### src/hdl/flr_map.vh
// Register map, field positions, reset values and timing for the flash
// LED control register bank. Assumes an 8-bit register port.
`ifndef FLR_MAP_VH
`define FLR_MAP_VH

// Register offsets
`define FLR_ADDR_TIMER      8'h03
`define FLR_ADDR_LIMIT      8'h04
`define FLR_ADDR_CAL        8'h05

// Reset values
`define FLR_RST_TIMER       8'hC1
`define FLR_RST_LIMIT       8'h00
`define FLR_RST_CAL         8'h6A

// Field positions, timer register
`define FLR_TCODE_HI        7
`define FLR_TCODE_LO        5
`define FLR_RANGE_BIT       4
`define FLR_STT_BIT         2
`define FLR_SFT_BIT         1
`define FLR_BLANK_BIT       0

// Field positions, limit register
`define FLR_PG_BIT          7
`define FLR_VALLEY_LIMIT_SELECT_BIT        4
`define FLR_IND_HI          3

// Field positions, calibration register
`define FLR_CAL_BIT         7
`define FLR_PSM_BIT         6
`define FLR_DIR_BIT         5
`define FLR_GVAL_BIT        4
`define FLR_GTYPE_BIT       3
`define FLR_LEN_HI          2

// Operating modes
`define FLR_MODE_OFF        2'h0
`define FLR_MODE_DCL        2'h1
`define FLR_MODE_FLASH      2'h2

// Timeout tick is 0.1 ms; clock period 10 ns
`define FLR_TICK_NS         100000
`define FLR_CLK_NS          10

// Timeout table in 0.1 ms ticks, range 0
`define FLR_R0_0            14'd682
`define FLR_R0_1            14'd1022
`define FLR_R0_2            14'd1363
`define FLR_R0_3            14'd1704
`define FLR_R0_4            14'd2045
`define FLR_R0_5            14'd3408
`define FLR_R0_6            14'd5793
`define FLR_R0_7            14'd8520
// Range 1
`define FLR_R1_0            14'd53
`define FLR_R1_1            14'd107
`define FLR_R1_2            14'd160
`define FLR_R1_3            14'd213
`define FLR_R1_4            14'd266
`define FLR_R1_5            14'd320
`define FLR_R1_6            14'd373
`define FLR_R1_7            14'd2077

`endif

### src/hdl/flr_top.v
// Flash LED control registers: safety timer and strobe, blanking,
// status flags, valley limit, privacy indicator, calibration, pin, enables.
// Assumes a serial bus slave in front gives one-cycle read/write strobes
// on clk_i; all status pins are asynchronous and synchronised here.
`timescale 1ns/1ps
`include "flr_map.vh"

module flr_top #(
    parameter TICK_CYCLES = `FLR_TICK_NS / `FLR_CLK_NS
) (
    input  wire       clk_i,
    input  wire       rst_i,
    input  wire [7:0] reg_addr_i,
    input  wire       reg_wr_i,
    input  wire       reg_rd_i,
    input  wire [7:0] reg_wdata_i,
    output reg  [7:0] reg_rdata_o,
    input  wire [1:0] mode_i,
    input  wire       flash_sync_i,
    input  wire       led_fault_i,
    input  wire       tx_mask_i,
    input  wire       high_current_select_i,
    input  wire       dc_light_input_i,
    input  wire       power_good_i,
    input  wire [1:0] die_temp_i,
    input  wire       thermal_trip_i,
    input  wire       cal_done_i,
    input  wire       gpio_i,
    output reg        strobe_active_o,
    output reg        current_reduce_o,
    output reg  [1:0] valley_limit_o,
    output reg  [1:0] indicator_level_o,
    output reg        indicator_pulldown_o,
    output reg        privacy_pwm_en_o,
    output reg  [2:0] privacy_pwm_code_o,
    output reg        cal_start_o,
    output reg        power_save_o,
    output reg        gpio_o,
    output reg        gpio_oe_o,
    output reg  [2:0] led_enable_o
);

    // ********************************************
    // Input synchronisers
    // ********************************************
    localparam NSYNC = 12;
    wire [NSYNC-1:0] async_in;
    reg  [NSYNC-1:0] sync1_reg;
    reg  [NSYNC-1:0] sync2_reg;
    assign async_in = {flash_sync_i, led_fault_i, tx_mask_i,
                       high_current_select_i, dc_light_input_i,
                       power_good_i, die_temp_i, thermal_trip_i,
                       cal_done_i, gpio_i, 1'b0};

    // Two flops per asynchronous pin
    genvar gi;
    generate
        for (gi = 0; gi < NSYNC; gi = gi + 1) begin : g_sync
            always @(posedge clk_i) begin
                if (rst_i) begin
                    sync1_reg[gi] <= 1'b0;
                    sync2_reg[gi] <= 1'b0;
                end else begin
                    sync1_reg[gi] <= async_in[gi];
                    sync2_reg[gi] <= sync1_reg[gi];
                end
            end
        end
    endgenerate

    wire       trig_s  = sync2_reg[11];
    wire       fault_s = sync2_reg[10];
    wire       mask_s  = sync2_reg[9];
    wire       hcs_s   = sync2_reg[8];
    wire       dcl_s   = sync2_reg[7];
    wire       pg_s    = sync2_reg[6];
    wire [1:0] temp_s  = sync2_reg[5:4];
    wire       trip_s  = sync2_reg[3];
    wire       cdone_s = sync2_reg[2];
    wire       gpin_s  = sync2_reg[1];

    // ********************************************
    // Register port decode
    // ********************************************
    wire wr_tim = reg_wr_i && (reg_addr_i == `FLR_ADDR_TIMER);
    wire wr_lim = reg_wr_i && (reg_addr_i == `FLR_ADDR_LIMIT);
    wire wr_cal = reg_wr_i && (reg_addr_i == `FLR_ADDR_CAL);
    wire rd_tim = reg_rd_i && (reg_addr_i == `FLR_ADDR_TIMER);
    wire rd_lim = reg_rd_i && (reg_addr_i == `FLR_ADDR_LIMIT);

    // ********************************************
    // Control and status state
    // ********************************************
    // Reset images of the three registers
    localparam [7:0] RST_TIM = `FLR_RST_TIMER;
    localparam [7:0] RST_LIM = `FLR_RST_LIMIT;
    localparam [7:0] RST_CAL = `FLR_RST_CAL;
    reg [2:0]  tcode_reg;
    reg        range_reg;
    reg        stt_reg;
    reg        blank_en_reg;
    reg        fail_reg;
    reg        to_reg;
    reg        mask_evt_reg;
    reg        trip_reg;
    reg [1:0]  temp_d_reg;
    reg [1:0]  temp_ok_reg;
    reg        pg_route_reg;
    reg        valley_limit_select_reg;
    reg [3:0]  ind_reg;
    reg        started_reg;
    reg        cal_done_reg;
    reg        cal_run_reg;
    reg        psm_reg;
    reg        dir_reg;
    reg        gval_reg;
    reg        gtype_reg;
    reg [2:0]  len_reg;
    reg        active_reg;
    reg        trig_d_reg;
    reg [13:0] tick_cnt_reg;
    reg [31:0] div_cnt_reg;
    reg [13:0] limit_ticks;

    // Timeout length lookup in 0.1 ms ticks
    always @* begin
        case ({range_reg, tcode_reg})
            4'h0:    limit_ticks = `FLR_R0_0;
            4'h1:    limit_ticks = `FLR_R0_1;
            4'h2:    limit_ticks = `FLR_R0_2;
            4'h3:    limit_ticks = `FLR_R0_3;
            4'h4:    limit_ticks = `FLR_R0_4;
            4'h5:    limit_ticks = `FLR_R0_5;
            4'h6:    limit_ticks = `FLR_R0_6;
            4'h7:    limit_ticks = `FLR_R0_7;
            4'h8:    limit_ticks = `FLR_R1_0;
            4'h9:    limit_ticks = `FLR_R1_1;
            4'hA:    limit_ticks = `FLR_R1_2;
            4'hB:    limit_ticks = `FLR_R1_3;
            4'hC:    limit_ticks = `FLR_R1_4;
            4'hD:    limit_ticks = `FLR_R1_5;
            4'hE:    limit_ticks = `FLR_R1_6;
            default: limit_ticks = `FLR_R1_7;
        endcase
    end

    // Strobe start and end conditions
    wire flash_mode = (mode_i == `FLR_MODE_FLASH);
    wire sw_start   = wr_tim && reg_wdata_i[`FLR_SFT_BIT];
    wire pin_start  = flash_mode && trig_s &&
                      (stt_reg ? !trig_d_reg : 1'b1);
    wire lvl_drop   = flash_mode && !stt_reg && !trig_s &&
                      trig_d_reg;
    wire tick_end   = (div_cnt_reg == TICK_CYCLES - 1);
    wire expire     = active_reg && tick_end &&
                      (tick_cnt_reg == limit_ticks - 14'h0001);
    wire start      = !active_reg && (sw_start ||
                      (pin_start && (stt_reg || !trig_d_reg)));

    // Safety timer and strobe
    always @(posedge clk_i) begin
        if (rst_i) begin
            active_reg   <= 1'b0;
            trig_d_reg   <= 1'b0;
            tick_cnt_reg <= 14'h0000;
            div_cnt_reg  <= 32'h00000000;
            to_reg       <= 1'b0;
        end else begin
            trig_d_reg <= trig_s;
            if (start) begin
                active_reg   <= 1'b1;
                tick_cnt_reg <= 14'h0000;
                div_cnt_reg  <= 32'h00000000;
                to_reg       <= 1'b0;
            end else if (expire) begin
                active_reg <= 1'b0;
                to_reg     <= 1'b1;
            end else if (active_reg && lvl_drop) begin
                active_reg <= 1'b0;
            end else if (active_reg) begin
                if (tick_end) begin
                    div_cnt_reg  <= 32'h00000000;
                    tick_cnt_reg <= tick_cnt_reg + 14'h0001;
                end else begin
                    div_cnt_reg <= div_cnt_reg + 32'h00000001;
                end
            end
        end
    end

    // Writable fields of the three registers
    always @(posedge clk_i) begin
        if (rst_i) begin
            tcode_reg    <= RST_TIM[`FLR_TCODE_HI:`FLR_TCODE_LO];
            range_reg    <= RST_TIM[`FLR_RANGE_BIT];
            stt_reg      <= RST_TIM[`FLR_STT_BIT];
            blank_en_reg <= RST_TIM[`FLR_BLANK_BIT];
            pg_route_reg <= RST_LIM[`FLR_PG_BIT];
            valley_limit_select_reg     <= RST_LIM[`FLR_VALLEY_LIMIT_SELECT_BIT];
            ind_reg      <= RST_LIM[`FLR_IND_HI:0];
            started_reg  <= 1'b0;
            psm_reg      <= RST_CAL[`FLR_PSM_BIT];
            dir_reg      <= RST_CAL[`FLR_DIR_BIT];
            gval_reg     <= RST_CAL[`FLR_GVAL_BIT];
            gtype_reg    <= RST_CAL[`FLR_GTYPE_BIT];
            len_reg      <= RST_CAL[`FLR_LEN_HI:0];
        end else begin
            if (mode_i != `FLR_MODE_OFF)
                started_reg <= 1'b1;
            if (wr_tim) begin
                tcode_reg    <= reg_wdata_i[`FLR_TCODE_HI:`FLR_TCODE_LO];
                range_reg    <= reg_wdata_i[`FLR_RANGE_BIT];
                stt_reg      <= reg_wdata_i[`FLR_STT_BIT];
                blank_en_reg <= reg_wdata_i[`FLR_BLANK_BIT];
            end
            if (wr_lim) begin
                pg_route_reg <= reg_wdata_i[`FLR_PG_BIT];
                ind_reg      <= reg_wdata_i[`FLR_IND_HI:0];
                if (!started_reg && mode_i == `FLR_MODE_OFF)
                    valley_limit_select_reg <= reg_wdata_i[`FLR_VALLEY_LIMIT_SELECT_BIT];
            end
            if (wr_cal) begin
                psm_reg   <= reg_wdata_i[`FLR_PSM_BIT];
                dir_reg   <= reg_wdata_i[`FLR_DIR_BIT];
                gval_reg  <= reg_wdata_i[`FLR_GVAL_BIT];
                gtype_reg <= reg_wdata_i[`FLR_GTYPE_BIT];
                len_reg   <= reg_wdata_i[`FLR_LEN_HI:0];
            end
        end
    end

    // Sticky flags, set beats clear; temperature code taken when steady
    always @(posedge clk_i) begin
        if (rst_i) begin
            fail_reg     <= 1'b0;
            mask_evt_reg <= 1'b0;
            trip_reg     <= 1'b0;
            temp_d_reg   <= 2'h0;
            temp_ok_reg  <= 2'h0;
        end else begin
            fail_reg     <= fault_s | (fail_reg & ~rd_tim);
            mask_evt_reg <= mask_s | (mask_evt_reg & ~rd_tim);
            trip_reg     <= trip_s | (trip_reg & ~rd_lim);
            temp_d_reg   <= temp_s;
            if (temp_s == temp_d_reg)
                temp_ok_reg <= temp_s;
        end
    end

    // Self-calibration handshake
    wire cal_go = wr_cal && reg_wdata_i[`FLR_CAL_BIT];
    always @(posedge clk_i) begin
        if (rst_i) begin
            cal_done_reg <= 1'b0;
            cal_run_reg  <= 1'b0;
            cal_start_o  <= 1'b0;
        end else begin
            cal_start_o <= cal_go;
            if (cal_go) begin
                cal_run_reg  <= 1'b1;
                cal_done_reg <= 1'b0;
            end else if (cal_run_reg && cal_start_o == 1'b0 &&
                         cdone_s) begin
                cal_run_reg  <= 1'b0;
                cal_done_reg <= 1'b1;
            end
        end
    end

    // ********************************************
    // Read data
    // ********************************************
    always @(posedge clk_i) begin
        if (rst_i) begin
            reg_rdata_o <= 8'h00;
        end else if (reg_rd_i) begin
            case (reg_addr_i)
                `FLR_ADDR_TIMER:
                    reg_rdata_o <= {tcode_reg, fail_reg, to_reg,
                                    stt_reg, active_reg,
                                    mask_evt_reg};
                `FLR_ADDR_LIMIT:
                    reg_rdata_o <= {pg_s,
                                    trip_reg ? 2'h3 : temp_ok_reg,
                                    valley_limit_select_reg, ind_reg};
                `FLR_ADDR_CAL:
                    reg_rdata_o <= {cal_done_reg, psm_reg,
                                    dcl_s,
                                    dir_reg ? gval_reg : gpin_s,
                                    gtype_reg, len_reg};
                default:
                    reg_rdata_o <= 8'h00;
            endcase
        end
    end

    // ********************************************
    // Registered outputs
    // ********************************************
    wire gsrc = pg_route_reg ? gval_reg : pg_s;
    always @(posedge clk_i) begin
        if (rst_i) begin
            strobe_active_o      <= 1'b0;
            current_reduce_o     <= 1'b0;
            valley_limit_o       <= {1'b1, RST_LIM[`FLR_VALLEY_LIMIT_SELECT_BIT]};
            indicator_level_o    <= 2'h0;
            indicator_pulldown_o <= 1'b0;
            privacy_pwm_en_o     <= 1'b0;
            privacy_pwm_code_o   <= 3'h0;
            power_save_o         <= RST_CAL[`FLR_PSM_BIT];
            gpio_o               <= 1'b0;
            gpio_oe_o            <= 1'b0;
            led_enable_o         <= 3'h0;
        end else begin
            strobe_active_o  <= active_reg && !expire;
            current_reduce_o <= blank_en_reg && mask_s;
            valley_limit_o   <= {~(hcs_s & mask_s), valley_limit_select_reg};
            // Indicator sink; pulled codes only with high current low
            if (!ind_reg[3] && !(ind_reg[2] && hcs_s))
                indicator_level_o <= ind_reg[1:0];
            else
                indicator_level_o <= 2'h0;
            indicator_pulldown_o <= !ind_reg[3] && ind_reg[2] &&
                                    (ind_reg[1:0] != 2'h0) &&
                                    !hcs_s;
            privacy_pwm_en_o   <= ind_reg[3] && !dcl_s &&
                                  (mode_i == `FLR_MODE_DCL);
            privacy_pwm_code_o <= ind_reg[2:0];
            power_save_o       <= psm_reg;
            gpio_o             <= gtype_reg ? 1'b0 : gsrc;
            gpio_oe_o          <= dir_reg &&
                                  (gtype_reg ? !gsrc : 1'b1);
            led_enable_o       <= len_reg;
        end
    end

endmodule // flr_top

### config.mk
export PLATFORM = sky130hd
export DESIGN_NAME = flr_top
export DESIGN_NICKNAME = d
export VERILOG_FILES = /design/src/hdl/flr_top.v
export VERILOG_INCLUDE_DIRS = /design/src /design/src/hdl
export SDC_FILE = /design/constraint.sdc
export NUM_CORES = 1
export LEC_CHECK = 0
export CAP_MARGIN = 40
export CORE_UTILIZATION = 57
export DETAILED_ROUTE_END_ITERATION = 6
export DONT_BUFFER_PORTS = 1
export GPL_TIMING_DRIVEN = 0
export HOLD_SLACK_MARGIN = 0.1
export PLACE_DENSITY = 0.75
export SYNTH_ARGS = -nofsm -noshare
export SYNTH_HDL_FRONTEND = slang
export SYNTH_SLANG_ARGS = --single-unit
export TNS_END_PERCENT = 50
### constraint.sdc
create_clock -name clk_i -period 3.2 [get_ports clk_i]
set_input_delay 0.64 -clock clk_i [delete_from_list [all_inputs] [get_ports clk_i]]
set_output_delay 0.64 -clock clk_i [all_outputs]
set_load 0.05 [all_outputs]
; ---- Word level (Yosys, flattened, before mapping)
; Memories as Yosys holds them, arrays and structs flattened. A register that Yosys moved wholly into a read port is not among the register bits.
; Index checks and enable logic that the tools add are counted.
[totals]
ff_bits = 126
mem_bits_ro = 224
mem_count = 1
in_bits = 33
[classes]
reduce_logical = 55
n_eq_ne = 8
addsub = 3
n_mux = 14
bitwise_logic = 14
[memory_table]
columns = memory, words, width, read_ports, rd_ports_with_merged_regs, write_ports, line
row1 = (no name shown), 16, 14, 1, 1, 0, flr_top.v:127  ; case ({range_reg, tcode_reg})
[ops]
columns = operator, count
row1 = $add 32x1->32 const B, 1
row2 = $eq 32x14->1 const B, 1
row3 = $mux 32, 1
row4 = $logic_and 1x1->1, 30
row5 = $pmux 8 s3, 1
row6 = $eq 8x3->1 const B, 2
row7 = $add 14x1->14 const B, 1
row8 = $eq 14x14->1, 1
row9 = $sub 14x1->14 const B, 1
row10 = $logic_not 1->1, 11
row11 = $mux 1, 9
row12 = $eq 8x2->1 const B, 1
row13 = $mux 4, 2
row14 = $reduce_or 2->1, 4
row15 = $not 1->1, 7
row16 = $reduce_bool 2->1, 3
row17 = $and 1x1->1, 4
row18 = $reduce_and 4->1, 1
row19 = $or 1x1->1, 3
row20 = $reduce_and 3->1, 1
row21 = $reduce_bool 3->1, 1
row22 = $eq 2x1->1 const B, 1
row23 = $eq 2x2->1, 1
row24 = $eq 2x2->1 const B, 1
row25 = 4 further kinds, 5

; ---- Longest topological paths before layout
[depth]
ltp_word = 8
mapped_depth = 12
ltp_nobuf = 10

; ---- Least setup slack after synthesis
; Ideal clock, no wire load.
[synth_timing]
kind = in2reg
start = in reg_addr_i[5]
end = reg, netlist name limit_ticks[8]
t_arrival_ns = 2.996
path_buffers = 2
stages = 11
setup_ns = 0.117
required_time_ns = 3.083
path_slack_ns = 0.086
cell_sequence = or4_1 nor4b_1 buf_4 nand2_2 mux2i_1 or2_2 clkbuf_1 inv_1 ha_1 nand2_1 a32o_1
[synth_via]
elab_chain_len = 4
[synth_lines]
columns = item, line
row1 = from (decl), flr_top.v:13  ; input wire [7:0] reg_addr_i,
row2 = $eq 8x2->1, n/a
row3 = $logic_and 1x1->1, flr_top.v:85  ; wire wr_tim = reg_wr_i && (reg_addr_i == `FLR_ADDR_TIMER);
row4 = $mux 4 (no source line) (2 in a row), n/a
; No other way between the ends.
; A chain may end at the register's enable or synchronous reset.

; ---- Final worst setup path
[layout_timing]
start = reg, netlist name limit_ticks[0]
end = reg div_cnt_reg[22]
[layout_via]
elab_chain_len = 5
[layout_lines]
columns = item, line
row1 = $sub 14x1->14, flr_top.v:156  ; (tick_cnt_reg == limit_ticks - 14'h0001);
row2 = $eq 14x14->1, flr_top.v:156
row3 = $logic_and 1x1->1, flr_top.v:155  ; wire expire = active_reg && tick_end &&
row4 = $not 1->1 (no source line), n/a
row5 = $reduce_and 3->1 (no source line), n/a
row6 = to (signal assigned), flr_top.v:185  ; div_cnt_reg <= div_cnt_reg + 32'h00000001;
row7 = to (decl), flr_top.v:122  ; reg [31:0] div_cnt_reg;
; No other way between the ends.

==> results.txt <==
The number of global-route vias before repair is 4889. Counting flops with an async set or reset pin after synthesis yields a share of 0%. The total of max-cap violations is 0. The run gives 0.52 ns as the clock latency at the later pin of the worst-skew pair.

The flow ran to the end, and the final reports show no timing, DRC or antenna violations. The first detailed-routing pass ran for 5 iterations. The worst endpoint data arrival time was 3.52 ns; the worst hold slack was 0.199 ns. The final layout contains 752 nets. The cell with the largest stage delay on the worst path is sky130_fd_sc_hd__or4b_4.

The post-route netlist has 9.25% of its cells at a drive strength greater than 1. Cell internal power was estimated by the tool at 3.02 mW. The sum of overflow across all layers after global routing is 0. In the routed layout, each cell is associated on average with a via count of 5.95. Routability-driven placement finished with a final weighted congestion of 0.882.

Sequential cells account for 46.7% of the total power. For this run, the register share of the synthesized area comes to 45.8%. The number of diodes added for antenna fixing was 0; the CTS H-tree depth was 4. The relative slew slack came out at 59.6%. The count of buffers inserted at the top-level ports works out to 0. The critical path is of the flop to flop type. The net count after synthesis was 729.

The class of the most critical hold timing path was primary input to flop. The smallest clock period supported by the final layout is computed as 3.07 ns. For the worst setup path, the data required time is 3.65 ns. The core region area was 0.0104 mm². The worst hold path cell count works out to 1. Row generation in the floorplan step produced 37 rows. The area growth from synthesis to final layout came out at 13.8%. Pin placement for this block handled 59 I/O pins. Setup violations remaining at the end of the flow were counted as 0.

Synthesis handed over a netlist of 688 instances. Across every metal layer, demand over resource in global routing totals 26.6%. The post-detailed-route wirelength per cell is 16.6 µm, and the setup slack of the critical path after layout is 0.126 ns. For the starting DRC count in detailed routing, the log shows 321. The root buffer cell chosen for the clock tree is sky130_fd_sc_hd__clkbuf_8. Measured along the x axis, the die boundary spans 106 µm. The maximum number of pins on one net before global-route repair is 17. For the pin with the worst max-slew slack, the measured transition is 0.604 ns. The final critical path takes up 96.1% of the cycle.

TritonCTS built the clock tree. Of all nets on the critical path, the largest fanout is 10. The number of enable flip-flop cells after synthesis was 0; the static power due to leakage was 2.54 nW.

The run gives 59.0% as the initial core utilization. The tools report the detailed placer's ending HPWL as 10.2 mm. Clock-pin slew was measured on the worst setup and hold paths at 0.06 ns.

The logs give 14.3 mm for the total routed wirelength and 2.2% for the combinational cell fraction of total power. On the worst path, the slowest cell contributes a delay of 0.52 ns. Across the routed clock network, the largest skew measured is 0.0121 ns. The die covers 0.0111 mm². The worst setup path is captured at a flop. The final standard cell area without fillers is 0.00696 mm², and the total cell area at the placement stage is 0.00628 mm². The number of cells on the worst reg-to-reg path came out at 12.

The critical path goes through inv_1 > ha_4 > or4b_4 > nor3b_4 > xor2_1 > o221ai_2 > o221ai_2 > buf_6 > nor2_4 > buf_6 > or4_1 > a21oi_2. Count of unresolved DRC violations after routing: 0. Flip-flop count of the largest register after layout: 32.

The die is 106 µm tall. For this design the total switching power over the nets is 0.854 mW. In this run, synthesis produced a sequential element count of 140.

Across the VDD grid, the largest voltage drop is 0.470 mV. Counting every sink on the clock net gives 140. For the final max-slew violation count, the log shows 0.

The clock passes through at most 2 buffers. The cell area that synthesis handed to floorplanning was 0.00611 mm². Dividing total power by cell area gives a power density of 557 mW/mm².

For this run, the leading register cell type out of synthesis is sky130_fd_sc_hd__dfxtp_1. The number of buffers inserted during clock tree synthesis was 17. Critical path startpoint category: a flop. The completed layout was analyzed and its total power is 3.87 mW. For this run, the number of Yosys warnings is 0. Yosys mapped the design onto 65 distinct sky130hd cell types.

The switching share of power works out to 22.0%. The number of antenna violations at the first check in global routing is 0, and the count of final hold-check violations is 0. The detail route stage leaves a number of antenna-violating nets equal to 0. A synthesized cell averages 8.89 µm². After filler insertion, the fill cell instance count of the layout stands at 835.

The pre-CTS setup slack is -0.400 ns, and the maximum frequency from static timing analysis is 325 MHz. The first global-routing pass estimated 23.4 mm of wire. The logs give 5115 for the via total after detailed routing and 51.1% for the portion of total power attributed to the clock network.
-- power groups by stage --
| stage | registers, mW | logic (mW) | clock network, mW |
|---|---|---|---|
| after floorplan | 1.84 | 0.0652 | 0 |
| after global placement | 1.85 | 0.0827 | 0 |
| after detailed placement | 1.85 | 0.0852 | 0 |
| after CTS | 1.81 | 0.0854 | 1.99 |
| after global routing | 1.81 | 0.0946 | 2.08 |
| final | 1.81 | 0.0857 | 1.98 |
-- synth_stat cells, types with 9 or more instances --
cell type                  number  area, µm²
sky130_fd_sc_hd__a211oi_1      12       90.1
sky130_fd_sc_hd__clkbuf_1      20       75.1
sky130_fd_sc_hd__xnor2_1       23        201
sky130_fd_sc_hd__nand3b_1      12       90.1
sky130_fd_sc_hd__or3_1          9       56.3
sky130_fd_sc_hd__nor3_1        10       50.1
sky130_fd_sc_hd__nor2_1        87        327
sky130_fd_sc_hd__mux2i_1       17        170
sky130_fd_sc_hd__nand4_1        9       56.3
sky130_fd_sc_hd__o21ai_0        9       45.0
sky130_fd_sc_hd__nand3_1       24        120
sky130_fd_sc_hd__dfxtp_1      140       2800
sky130_fd_sc_hd__o31ai_1       10       75.1
sky130_fd_sc_hd__or4_1         17        128
sky130_fd_sc_hd__nor2b_1       36        225
sky130_fd_sc_hd__inv_1         13       48.8
sky130_fd_sc_hd__nand2_1       60        225
sky130_fd_sc_hd__and3_1        11       68.8
sky130_fd_sc_hd__a21oi_1       38        190
sky130_fd_sc_hd__xor2_1        17        149
-- layer usage --
layer / wire length (µm) / vias up / global-route usage (%)
met5: 0 / - / 0
met4: 285 / 0 / 9.62
met3: 795 / 23 / 6.43
met2: 7120 / 170 / 46.2
met1: 6090 / 2437 / 32.0
li1: - / 2485 / -
-- worst paths after layout --
| kind | start | end | slack [ns] |
|---|---|---|---|
| setup / recovery | limit_ticks[0]$_DFF_P_ | div_cnt_reg[22]$_SDFFE_PP0P_ | 0.13 |
| hold / removal | mode_i[1] | privacy_pwm_en_o$_SDFF_PP0_ | 0.20 |
| setup reg to reg | limit_ticks[0]$_DFF_P_ | div_cnt_reg[22]$_SDFFE_PP0P_ | 0.13 |
| hold reg to reg | sync1_reg[8]$_SDFF_PP0_ | hcs_s$_SDFF_PP0_ | 0.44 |
-- timing repair --
action                     CTS  global route
setup buffers                0             3
setup endpoints to repair    5            50
gates resized for setup      1             9
hold endpoints to repair     0             0
hold buffers                 0             0
pin swaps                    0             4
gates cloned                 0             0
-- metrics by stage --
| step | instances | TNS (ns) | util, % |
|---|---|---|---|
| detailed placement | 824 | -4.62 | 60.6 |
| finish | 860 | 0 | 67.1 |
| floorplan | 688 | 0 | - |
| CTS | 856 | 0 | 66.4 |
| global route | 860 | -0.0913 | 67.1 |
| global placement | 824 | -2.82 | 60.6 |
-- critical path, delay by kind of cell (launching register included) --
family	cells	cell delay, ns
flip-flops	1	0.36
adder cells (fa/ha/maj)	1	0.16
AO/OA/AOI/OAI	3	0.51
AND/OR/NAND/NOR	4	1.37
buffers and inverters	3	0.40
XOR/XNOR	1	0.21
-- area by class of cell --
type,count,area [µm²],share of cell area [%]
clock inverter,12,158,2.27
inverter,14,52.6,0.755
buffer,32,158,2.27
timing repair buffer,4,31.3,0.450
tap,136,170,2.45
clock buffer,20,435,6.26
sequential,140,2800,40.3
multi-input combinational,502,3150,45.3
-- cells by family (layout without fill, tap and decap cells) --
kind of cell    Yosys count  after routing  synth area share, %
simple gates            320            320                 27.6
flops                   140            140                 45.8
compound gates          116            116                 12.8
buf+inv                  46             82                 3.44
xor+xnor                 40             40                 5.73
mux                      18             18                 2.97
fa+ha+maj                 8              8                 1.64
-- layout by cell type (no fill, tap or decap), drive strengths merged, types with 3 or more instances in the layout --
master / instances
dfxtp: 140
nor2: 88
nand2: 62
clkbuf: 41
a21oi: 38
nor2b: 36
nand3: 24
xnor2: 23
inv: 19
xor2: 17
mux2i: 17
or4: 17
o21ai: 16
buf: 15
a211oi: 13
nand3b: 12
and3: 11
nor3: 10
o31ai: 10
nand4: 9
or3: 9
nand2b: 8
ha: 8
nor4: 7
and2: 6
o211ai: 6
a31oi: 5
nor4b: 5
or2: 4
a311oi: 4
clkinv: 4
and4: 3
a21o: 3
a22oi: 3
bufinv: 3
nor3b: 3
(Power assumes the default switching activity.)
